===== config.mk =====
export PLATFORM = sky130hd
export DESIGN_NAME = anm_top
export DESIGN_NICKNAME = d
export VERILOG_FILES = /design/src/core/anm_unused_placeholder_never.v /design/src/core/anm_sync.v /design/src/core/anm_top.v
export VERILOG_INCLUDE_DIRS = /design/src /design/src/core
export SDC_FILE = /design/constraint.sdc
export NUM_CORES = 1
export LEC_CHECK = 0
export BUFFER_PORTS_ARGS = -buffer_cell sky130_fd_sc_hd__buf_2
export CAP_MARGIN = 15
export CORE_UTILIZATION = 56
export DETAILED_ROUTE_END_ITERATION = 16
export PLACE_DENSITY = 0.9
export SLEW_MARGIN = 20
export SYNTH_ARGS = -nofsm -noshare
export SYNTH_HDL_FRONTEND = slang
export SYNTH_SLANG_ARGS = --single-unit

===== constraint.sdc =====
create_clock -name clk -period 3.86 [get_ports clk]
set_input_delay 1.158 -clock clk [delete_from_list [all_inputs] [get_ports clk]]
set_output_delay 1.158 -clock clk [all_outputs]
set_load 0.01 [all_outputs]

===== src/core/anm_map.vh =====
`ifndef ANM_MAP_VH
`define ANM_MAP_VH

// Register indices and byte addresses (byte address is four times the index)
`define ANM_IDX_CTRL        8'h00
`define ANM_IDX_BSTAT       8'h01
`define ANM_IDX_CFG         8'h10
`define ANM_IDX_FPSTAT      8'h11
`define ANM_ADDR_CTRL       8'h00
`define ANM_ADDR_BSTAT      8'h04
`define ANM_ADDR_CFG        8'h40
`define ANM_ADDR_FPSTAT     8'h44

// Control register fields
`define ANM_CTRL_RESTART    9
`define ANM_CTRL_ENABLE     12
// Basic status register fields
`define ANM_BSTAT_LINK      2
`define ANM_BSTAT_DONE      5
// Configuration register fields
`define ANM_CFG_HWMODE      0
`define ANM_CFG_SLOW        8
// Fast-poll status register fields
`define ANM_FP_LINK         0
`define ANM_FP_DONE         4
`define ANM_FP_MON_LO       11
`define ANM_FP_MON_HI       13
`define ANM_FP_DUPLEX       14
`define ANM_FP_RATE         15

// Reset values
`define ANM_CTRL_ENABLE_RST 1'b1
`define ANM_CFG_HWMODE_RST  1'b0
`define ANM_PROG_RST        4'h0

// Progress codes
`define ANM_CODE_MAX        4'h8
`define ANM_CODE_DONE       4'hf
`define ANM_CODE_LINKED     4'h8

// AXI responses
`define ANM_RESP_OKAY       2'b00
`define ANM_RESP_SLVERR     2'b10

// Timing
`define ANM_CLK_KHZ         25000
`define ANM_AN_TIME_MS      500
`define ANM_AN_TIME_CYC     (`ANM_AN_TIME_MS * `ANM_CLK_KHZ)

`endif


===== src/core/anm_unused_placeholder_never.v =====
`timescale 1ns/1ps
`default_nettype none
`default_nettype wire


===== src/core/anm_sync.v =====
`timescale 1ns/1ps
`default_nettype none

module anm_sync #(
    parameter WIDTH = 2
) (
    // Clock and reset
    input  wire             clk,
    input  wire             arst_n,
    // Asynchronous inputs
    input  wire [WIDTH-1:0] async_in,
    // Filtered outputs
    output reg  [WIDTH-1:0] sync_out
);

    reg [WIDTH-1:0] s1_q;
    reg [WIDTH-1:0] s2_q;
    reg [WIDTH-1:0] s3_q;
    integer         i;

    always @(posedge clk or negedge arst_n) begin
        if (!arst_n) begin
            s1_q     <= {WIDTH{1'b0}};
            s2_q     <= {WIDTH{1'b0}};
            s3_q     <= {WIDTH{1'b0}};
            sync_out <= {WIDTH{1'b0}};
        end else begin
            s1_q <= async_in;
            s2_q <= s1_q;
            s3_q <= s2_q;
            // A change counts only once stages two and three agree
            for (i = 0; i < WIDTH; i = i + 1) begin
                if (s2_q[i] == s3_q[i]) begin
                    sync_out[i] <= s3_q[i];
                end
            end
        end
    end

endmodule

`default_nettype wire


===== src/core/anm_top.v =====
`timescale 1ns/1ps
`default_nettype none

`include "anm_map.vh"

// Functional notes
// Restart resets arbitration and monitor but keeps progress status bits.
// After restart, status changes only by read, reset, or higher arbitration state.
// Progress bits load arbitration state only when it exceeds stored value.
// After completion code, only fast-poll read or reset alters progress bits.
// A link failure starts a restart.
// Software mode: writing one to restart bit restarts; bit clears itself.
// Software mode: enable bit going one, zero, one restarts.
// Hardware mode: select pin going high, low, high restarts.
// Negotiation normally finishes within 500 ms; slow attempts are flagged.
// Management polls completion and link status bits to see link up.
// Fast-poll register shows resolved speed and duplex.
// Fast-poll register copies link status and completion bits.
// Four-bit progress code: completion bit on top, then three monitor bits.
// Progress code is 0h to 8h or Fh.
// Each fast-poll read loads current arbitration state unconditionally.
// A read returns the status stored before that read.
// Management reads twice: highest state first, current state second.
// First read after completion returns completion one, monitor bits 111.
// Later reads with link up return completion one, monitor bits 000.
// Any reset idles arbitration and clears all progress bits.
// Completion sets completion bit in basic and fast-poll registers.
// Link fault clears link bit in basic and fast-poll registers.
// Read-triggered load happens after the read data are captured.
module anm_top #(
    parameter AN_TIMEOUT_CYC = `ANM_AN_TIME_CYC
) (
    // Clock and reset
    input  wire        clk,
    input  wire        arst_n,
    // AXI4-Lite write address
    input  wire [7:0]  s_axi_awaddr,
    input  wire        s_axi_awvalid,
    output reg         s_axi_awready,
    // AXI4-Lite write data
    input  wire [31:0] s_axi_wdata,
    input  wire [3:0]  s_axi_wstrb,
    input  wire        s_axi_wvalid,
    output reg         s_axi_wready,
    // AXI4-Lite write response
    output reg  [1:0]  s_axi_bresp,
    output reg         s_axi_bvalid,
    input  wire        s_axi_bready,
    // AXI4-Lite read address
    input  wire [7:0]  s_axi_araddr,
    input  wire        s_axi_arvalid,
    output reg         s_axi_arready,
    // AXI4-Lite read data
    output reg  [31:0] s_axi_rdata,
    output reg  [1:0]  s_axi_rresp,
    output reg         s_axi_rvalid,
    input  wire        s_axi_rready,
    // Pins
    input  wire        autoneg_select_pin,
    input  wire        link_ok_pin,
    // Arbitration state machine side
    input  wire [3:0]  arb_state,
    input  wire        res_speed_100,
    input  wire        res_full_duplex,
    output reg         an_restart,
    output reg         an_enable
);

    // Synchronised pins
    wire [1:0] pins_s;
    wire       sel_s;
    wire       link_s;

    anm_sync #(
        .WIDTH    (2)
    ) u_sync (
        .clk      (clk),
        .arst_n   (arst_n),
        .async_in ({link_ok_pin, autoneg_select_pin}),
        .sync_out (pins_s)
    );

    assign sel_s  = pins_s[0];
    assign link_s = pins_s[1];

    // Registers
    reg        ctrl_en_q;
    reg        ctrl_restart_q;
    reg        cfg_hw_q;
    reg        slow_q;
    reg  [3:0] prog_q;
    reg        held_q;
    reg        link_prev_q;
    reg        sel_prev_q;
    reg        en_prev_q;
    reg        armed_q;
    reg  [23:0] tmr_q;

    // Write channel state
    reg        aw_have_q;
    reg        w_have_q;
    reg  [7:0] aw_addr_q;
    reg [31:0] w_data_q;
    reg  [3:0] w_strb_q;

    wire       do_write;
    wire       rd_take;
    wire       rd_fpstat;
    wire       link_fail;
    wire       sel_rise;
    wire       en_rise;
    wire       restart_req;
    wire       an_done;
    wire [3:0] load_code;

    function is_mapped;
        input [7:0] a;
        begin
            is_mapped = (a == `ANM_ADDR_CTRL) || (a == `ANM_ADDR_BSTAT) ||
                        (a == `ANM_ADDR_CFG) || (a == `ANM_ADDR_FPSTAT);
        end
    endfunction

    // Codes outside 0h..8h and Fh are never stored
    function [3:0] legal_code;
        input [3:0] c;
        begin
            if ((c <= `ANM_CODE_MAX) || (c == `ANM_CODE_DONE)) begin
                legal_code = c;
            end else begin
                legal_code = `ANM_CODE_MAX;
            end
        end
    endfunction

    assign do_write  = aw_have_q && w_have_q && !s_axi_bvalid;
    assign rd_take   = s_axi_arvalid && s_axi_arready;
    assign rd_fpstat = rd_take && (s_axi_araddr == `ANM_ADDR_FPSTAT);
    assign an_done   = (arb_state == `ANM_CODE_DONE);
    assign link_fail = link_prev_q && !link_s;
    // High, low, high: rise after a fall seen from a high level
    assign sel_rise  = cfg_hw_q && !sel_prev_q && sel_s;
    assign en_rise   = !cfg_hw_q && !en_prev_q && ctrl_en_q;
    assign restart_req = link_fail || sel_rise || en_rise ||
                         (!cfg_hw_q && ctrl_restart_q);
    // Completed and linked reads back as completion with monitor bits 000
    assign load_code = (an_done && link_s) ? `ANM_CODE_LINKED :
                       legal_code(arb_state);

    // Write address and data, taken in either order
    always @(posedge clk or negedge arst_n) begin
        if (!arst_n) begin
            aw_have_q     <= 1'b0;
            w_have_q      <= 1'b0;
            aw_addr_q     <= 8'h00;
            w_data_q      <= 32'h00000000;
            w_strb_q      <= 4'h0;
            s_axi_awready <= 1'b1;
            s_axi_wready  <= 1'b1;
            s_axi_bvalid  <= 1'b0;
            s_axi_bresp   <= `ANM_RESP_OKAY;
        end else begin
            if (s_axi_awvalid && s_axi_awready) begin
                aw_have_q     <= 1'b1;
                aw_addr_q     <= s_axi_awaddr;
                s_axi_awready <= 1'b0;
            end
            if (s_axi_wvalid && s_axi_wready) begin
                w_have_q     <= 1'b1;
                w_data_q     <= s_axi_wdata;
                w_strb_q     <= s_axi_wstrb;
                s_axi_wready <= 1'b0;
            end
            if (do_write) begin
                aw_have_q    <= 1'b0;
                w_have_q     <= 1'b0;
                s_axi_bvalid <= 1'b1;
                s_axi_bresp  <= is_mapped(aw_addr_q) ? `ANM_RESP_OKAY : `ANM_RESP_SLVERR;
            end
            if (s_axi_bvalid && s_axi_bready) begin
                s_axi_bvalid  <= 1'b0;
                s_axi_awready <= 1'b1;
                s_axi_wready  <= 1'b1;
            end
        end
    end

    // Control and configuration registers
    always @(posedge clk or negedge arst_n) begin
        if (!arst_n) begin
            ctrl_en_q      <= `ANM_CTRL_ENABLE_RST;
            ctrl_restart_q <= 1'b0;
            cfg_hw_q       <= `ANM_CFG_HWMODE_RST;
        end else begin
            // Self-clearing; a new write in the clearing cycle still sets it
            ctrl_restart_q <= 1'b0;
            if (do_write && (aw_addr_q == `ANM_ADDR_CTRL) && w_strb_q[1]) begin
                ctrl_en_q      <= w_data_q[`ANM_CTRL_ENABLE];
                ctrl_restart_q <= w_data_q[`ANM_CTRL_RESTART];
            end
            if (do_write && (aw_addr_q == `ANM_ADDR_CFG) && w_strb_q[0]) begin
                cfg_hw_q <= w_data_q[`ANM_CFG_HWMODE];
            end
        end
    end

    // Edge history and restart pulse
    always @(posedge clk or negedge arst_n) begin
        if (!arst_n) begin
            link_prev_q <= 1'b0;
            sel_prev_q  <= 1'b1;
            en_prev_q   <= `ANM_CTRL_ENABLE_RST;
            an_restart  <= 1'b0;
            an_enable   <= 1'b0;
        end else begin
            link_prev_q <= link_s;
            sel_prev_q  <= sel_s;
            en_prev_q   <= ctrl_en_q;
            // Restart idles the arbitration side and clears the slow watch; progress bits untouched
            an_restart  <= restart_req;
            an_enable   <= cfg_hw_q ? sel_s : ctrl_en_q;
        end
    end

    // Progress monitor latch
    always @(posedge clk or negedge arst_n) begin
        if (!arst_n) begin
            prog_q <= `ANM_PROG_RST;
            held_q <= 1'b0;
        end else begin
            // Once read while complete, hold until arbitration leaves completion
            held_q <= an_done && (rd_fpstat || held_q);
            if (rd_fpstat) begin
                // Read data are captured from the old value on this same edge
                prog_q <= load_code;
            end else if ((prog_q == `ANM_CODE_DONE) || held_q) begin
                prog_q <= prog_q;
            end else if (legal_code(arb_state) > prog_q) begin
                prog_q <= legal_code(arb_state);
            end
        end
    end

    // Slow negotiation watch, cleared by every restart
    always @(posedge clk or negedge arst_n) begin
        if (!arst_n) begin
            tmr_q   <= 24'h000000;
            armed_q <= 1'b1;
            slow_q  <= 1'b0;
        end else if (an_restart) begin
            tmr_q   <= 24'h000000;
            armed_q <= 1'b1;
            slow_q  <= 1'b0;
        end else if (armed_q) begin
            if (an_done) begin
                armed_q <= 1'b0;
            end else if (tmr_q == AN_TIMEOUT_CYC[23:0] - 24'h000001) begin
                slow_q  <= 1'b1;
                armed_q <= 1'b0;
            end else begin
                tmr_q <= tmr_q + 24'h000001;
            end
        end
    end

    // Read channel
    always @(posedge clk or negedge arst_n) begin
        if (!arst_n) begin
            s_axi_arready <= 1'b1;
            s_axi_rvalid  <= 1'b0;
            s_axi_rdata   <= 32'h00000000;
            s_axi_rresp   <= `ANM_RESP_OKAY;
        end else begin
            if (rd_take) begin
                s_axi_arready <= 1'b0;
                s_axi_rvalid  <= 1'b1;
                s_axi_rresp   <= `ANM_RESP_OKAY;
                s_axi_rdata   <= 32'h00000000;
                if (s_axi_araddr == `ANM_ADDR_CTRL) begin
                    s_axi_rdata[`ANM_CTRL_ENABLE]  <= ctrl_en_q;
                    s_axi_rdata[`ANM_CTRL_RESTART] <= ctrl_restart_q;
                end else if (s_axi_araddr == `ANM_ADDR_BSTAT) begin
                    s_axi_rdata[`ANM_BSTAT_DONE] <= an_done;
                    s_axi_rdata[`ANM_BSTAT_LINK] <= link_s;
                end else if (s_axi_araddr == `ANM_ADDR_CFG) begin
                    s_axi_rdata[`ANM_CFG_HWMODE] <= cfg_hw_q;
                    s_axi_rdata[`ANM_CFG_SLOW]   <= slow_q;
                end else if (s_axi_araddr == `ANM_ADDR_FPSTAT) begin
                    s_axi_rdata[`ANM_FP_RATE]   <= res_speed_100;
                    s_axi_rdata[`ANM_FP_DUPLEX] <= res_full_duplex;
                    s_axi_rdata[`ANM_FP_MON_HI:`ANM_FP_MON_LO] <= prog_q[2:0];
                    s_axi_rdata[`ANM_FP_DONE]   <= prog_q[3];
                    s_axi_rdata[`ANM_FP_LINK]   <= link_s;
                end else begin
                    s_axi_rresp <= `ANM_RESP_SLVERR;
                end
            end
            if (s_axi_rvalid && s_axi_rready) begin
                s_axi_rvalid  <= 1'b0;
                s_axi_arready <= 1'b1;
            end
        end
    end

endmodule

`default_nettype wire


==> results.sh <==
export IMPL_fin_worst_skew_ps=13.3
export IMPL_cp_start_kind="input port"
export IMPL_synth_top_area_cell="dfrtp_1"
export IMPL_first_iter_violations=162
export IMPL_hold_start="u_sync.s1_q[1]"
export IMPL_min_period_over_period_pct=73.7
export IMPL_cts_setup_buffers=0
export IMPL_grt_pass1_vias=2697
export IMPL_core_mm2=0.00639
export IMPL_holdPathEnd="u_sync.s2_q[1]"
export IMPL_synthFlopType="dfrtp_1"
export IMPL_grt_use_total_pct=22.0
export IMPL_yosys_top_cells_area="dfrtp_1, mux2_2, dfstp_2"
export IMPL_min_period_ps=2840
export IMPL_dieWidth_um=83.6
export IMPL_final_antenna_net_count=0
export IMPL_crit_path_max_fanout=7
export IMPL_maxSlewHeadroom_pct=48.1
export IMPL_rsz0062_at_grt="no"
export IMPL_grt_max_degree=81
export IMPL_final_cells=492
export IMPL_place_ws_ps=682
export IMPL_hold_class="register to register"
export IMPL_yosys_area_top_type_share_pct=49.0
export IMPL_cts_resized=0
export IMPL_synth_cell_type_count=48
export IMPL_synth_edf_count=0
export IMPL_crit_arrival_ps=3100
export IMPL_clockRootBuffer="clkbuf_8"
export IMPL_start_util_pct=58.3
export IMPL_routed_wl_um=7210
export IMPL_clock_sinks=80
export IMPL_synth_common_cells="dfrtp_1, nand2_1, nor2_1, buf_4, o21ai_0"
export IMPL_gp_congestion=0.901
export IMPL_via_per_inst=5.63
export IMPL_cp_required_ps=4110
export IMPL_syn_to_final_growth_pct=13.0
export IMPL_core_rowCount=29
export IMPL_crit_path_end_kind="register"
export IMPL_tightest_slew_ps=773
export IMPL_antenna_found_initial=0
export IMPL_n_antenna_cell=0
export IMPL_setup_ws_ps=1020
export IMPL_yosysMostFrequentCell="dfrtp_1"
export IMPL_postPlaceCellArea_mm2=0.00399
export IMPL_path_cells="buf_2 > nand4_1 > and2_0 > a21boi_0 > and3_1 > mux2_2"
export IMPL_htreeDepth=3
export IMPL_dp_cells=475
export IMPL_numCtsBuffers=9
export IMPL_holdPathStages=0
export IMPL_maxCapViolCount=0
export IMPL_ys_warn_count=0
export IMPL_rr_endpoint="tmr_q[3]"
export IMPL_clk_latency_ps=360
export IMPL_power_density_mw_per_mm2=502
export IMPL_finalSetupViolCount=0
export IMPL_wl_met3_um=432
export IMPL_ios=110
export IMPL_hold_viol_final=0
export IMPL_holdWs_ps=361
export IMPL_final_area_mm2=0.00421
export IMPL_final_layout_size_suffix_gt1_share_pct=25.1
export IMPL_via_count=2770
export IMPL_criticalPathCategory="input port to register"
export IMPL_fill_cells=492
export IMPL_reg2reg_from="tmr_q[0]"
export IMPL_dr_max_layer_used="met4"
export IMPL_syn_avg_cell_area_um2=10.7
export IMPL_grt_ovfl_total=0
export IMPL_drt_met1_wl_um=3030
export IMPL_tritoncts="yes"
export IMPL_leakagePower_uw=0.00193
export IMPL_wl_per_cell_um=14.7
export IMPL_hpwlAfterDp_um=4780
export IMPL_fmax_mhz=352
export IMPL_worst_path_max_delay_cell="a21boi_0"
export IMPL_wl_met2_um=3570
export IMPL_port_buffers=55
export IMPL_drv_slew=0
export IMPL_status="finished, final reports clean"
export IMPL_drt_first_pass_iters=6
export IMPL_synth_cell_area_mm2=0.00372
export IMPL_synth_seq_area_share_pct=54.0
export IMPL_dieArea_mm2=0.00698
export IMPL_max_stage_delay_ps=570
export IMPL_synthCells=349
export IMPL_grt_pass1_wl_um=12100
export IMPL_rrSetupSlack_ps=1520
export IMPL_drc=0
export IMPL_die_h_um=83.6
export IMPL_clk_pin_slew_ps=90
export IMPL_nNetsFinal=481
export IMPL_peakVddDrop_mv=0.385
export IMPL_cts_hold_buf=0
export IMPL_r2r_cells=6
export IMPL_fin_tns_setup_ps=0
export IMPL_ctsLongestPathBuffers=2
export IMPL_postSynth_asyncResetShare_pct=100
export IMPL_ys_ff_latch=80
-- placed cells by master (no fill, tap or decap), types with 5 or more instances in the layout --
master,synthesis,layout
nor3_1,10,10
a21oi_1,9,9
nor2_1,27,27
or3_1,10,10
a21boi_0,5,5
mux2_2,19,19
o21ai_0,22,22
clkbuf_8,0,10
nand3_1,15,15
inv_1,16,16
buf_2,0,54
dfstp_2,7,7
nand2_1,29,29
nand4_1,5,5
dfrtp_1,73,73
conb_1,1,23
xnor2_1,11,11
-- routing by layer --
layer	track usage [%]	up-vias
li1	-	1309
met1	27.6	1329
met2	35.6	115
met3	5.44	17
met4	10.9	0
met5	0	-
-- worst max path at each step --
stage                end  depth (start not counted)    startpoint
3_3_place_gp   prog_q[3]                          9  arb_state[0]
3_5_place_dp   prog_q[3]                          9  arb_state[0]
6_report        tmr_q[3]                          6  arb_state[3]
2_1_floorplan  prog_q[3]                          8  arb_state[1]
5_1_grt        prog_q[3]                          9  arb_state[0]
4_1_cts         tmr_q[3]                          6  arb_state[3]
-- logic make-up (layout without fill, tap and decap cells) --
logic type      after synthesis  in the layout  synth area share, %
simple gates                122            122                 16.8
flops                        80             80                 54.0
compound gates               57             57                 10.1
buf+inv                      45             89                 6.85
mux                          23             23                 6.82
xor+xnor                     15             15                 3.53
fa+ha+maj                     6              6                 1.88
other cells                   1             23                0.101
-- registers in the layout, summed over array words and instances (netlist names), 2 cells and up --
name	count
tmr_q	24
u_sync.s2_q	2
u_sync.sync_out	2
w_strb_q	2
w_data_q	3
aw_addr_q	8
u_sync.s1_q	2
u_sync.s3_q	2
s_axi_rdata	11
prog_q	4
-- power by group --
part | total [uW] | switching [uW] | internal (uW)
Sequential | 1100 | 106 | 996
Clock | 582 | 323 | 259
Combinational | 426 | 217 | 209
Total | 2110 | 646 | 1460
-- critical path: cells and delay by family --
family / cells / cell delay (ps)
multiplexers: 1 / 320
AND/OR/NAND/NOR: 3 / 910
AO/OA/AOI/OAI: 1 / 570
buffers and inverters: 1 / 140
-- area by class of cell --
| type | count | area, um^2 | share of cell area, % |
|---|---|---|---|
| Sequential cell | 80 | 2010 | 47.8 |
| Multi-Input combinational cell | 246 | 1540 | 36.6 |
| Timing Repair Buffer | 57 | 313 | 7.43 |
| Clock buffer | 10 | 138 | 3.27 |
| Tap cell | 77 | 96.3 | 2.29 |
| Inverter | 16 | 60.1 | 1.43 |
| Clock inverter | 6 | 48.8 | 1.16 |
-- per-stage QoR --
step	utilization [%]	power (uW)
4_1_cts	65.5	2120
5_1_grt	65.9	2230
2_1_floorplan	-	1410
6_report	65.9	2110
3_3_place_gp	62.5	1500
3_5_place_dp	62.5	1540
No activity file was read; power rests on OpenSTA's default activity.
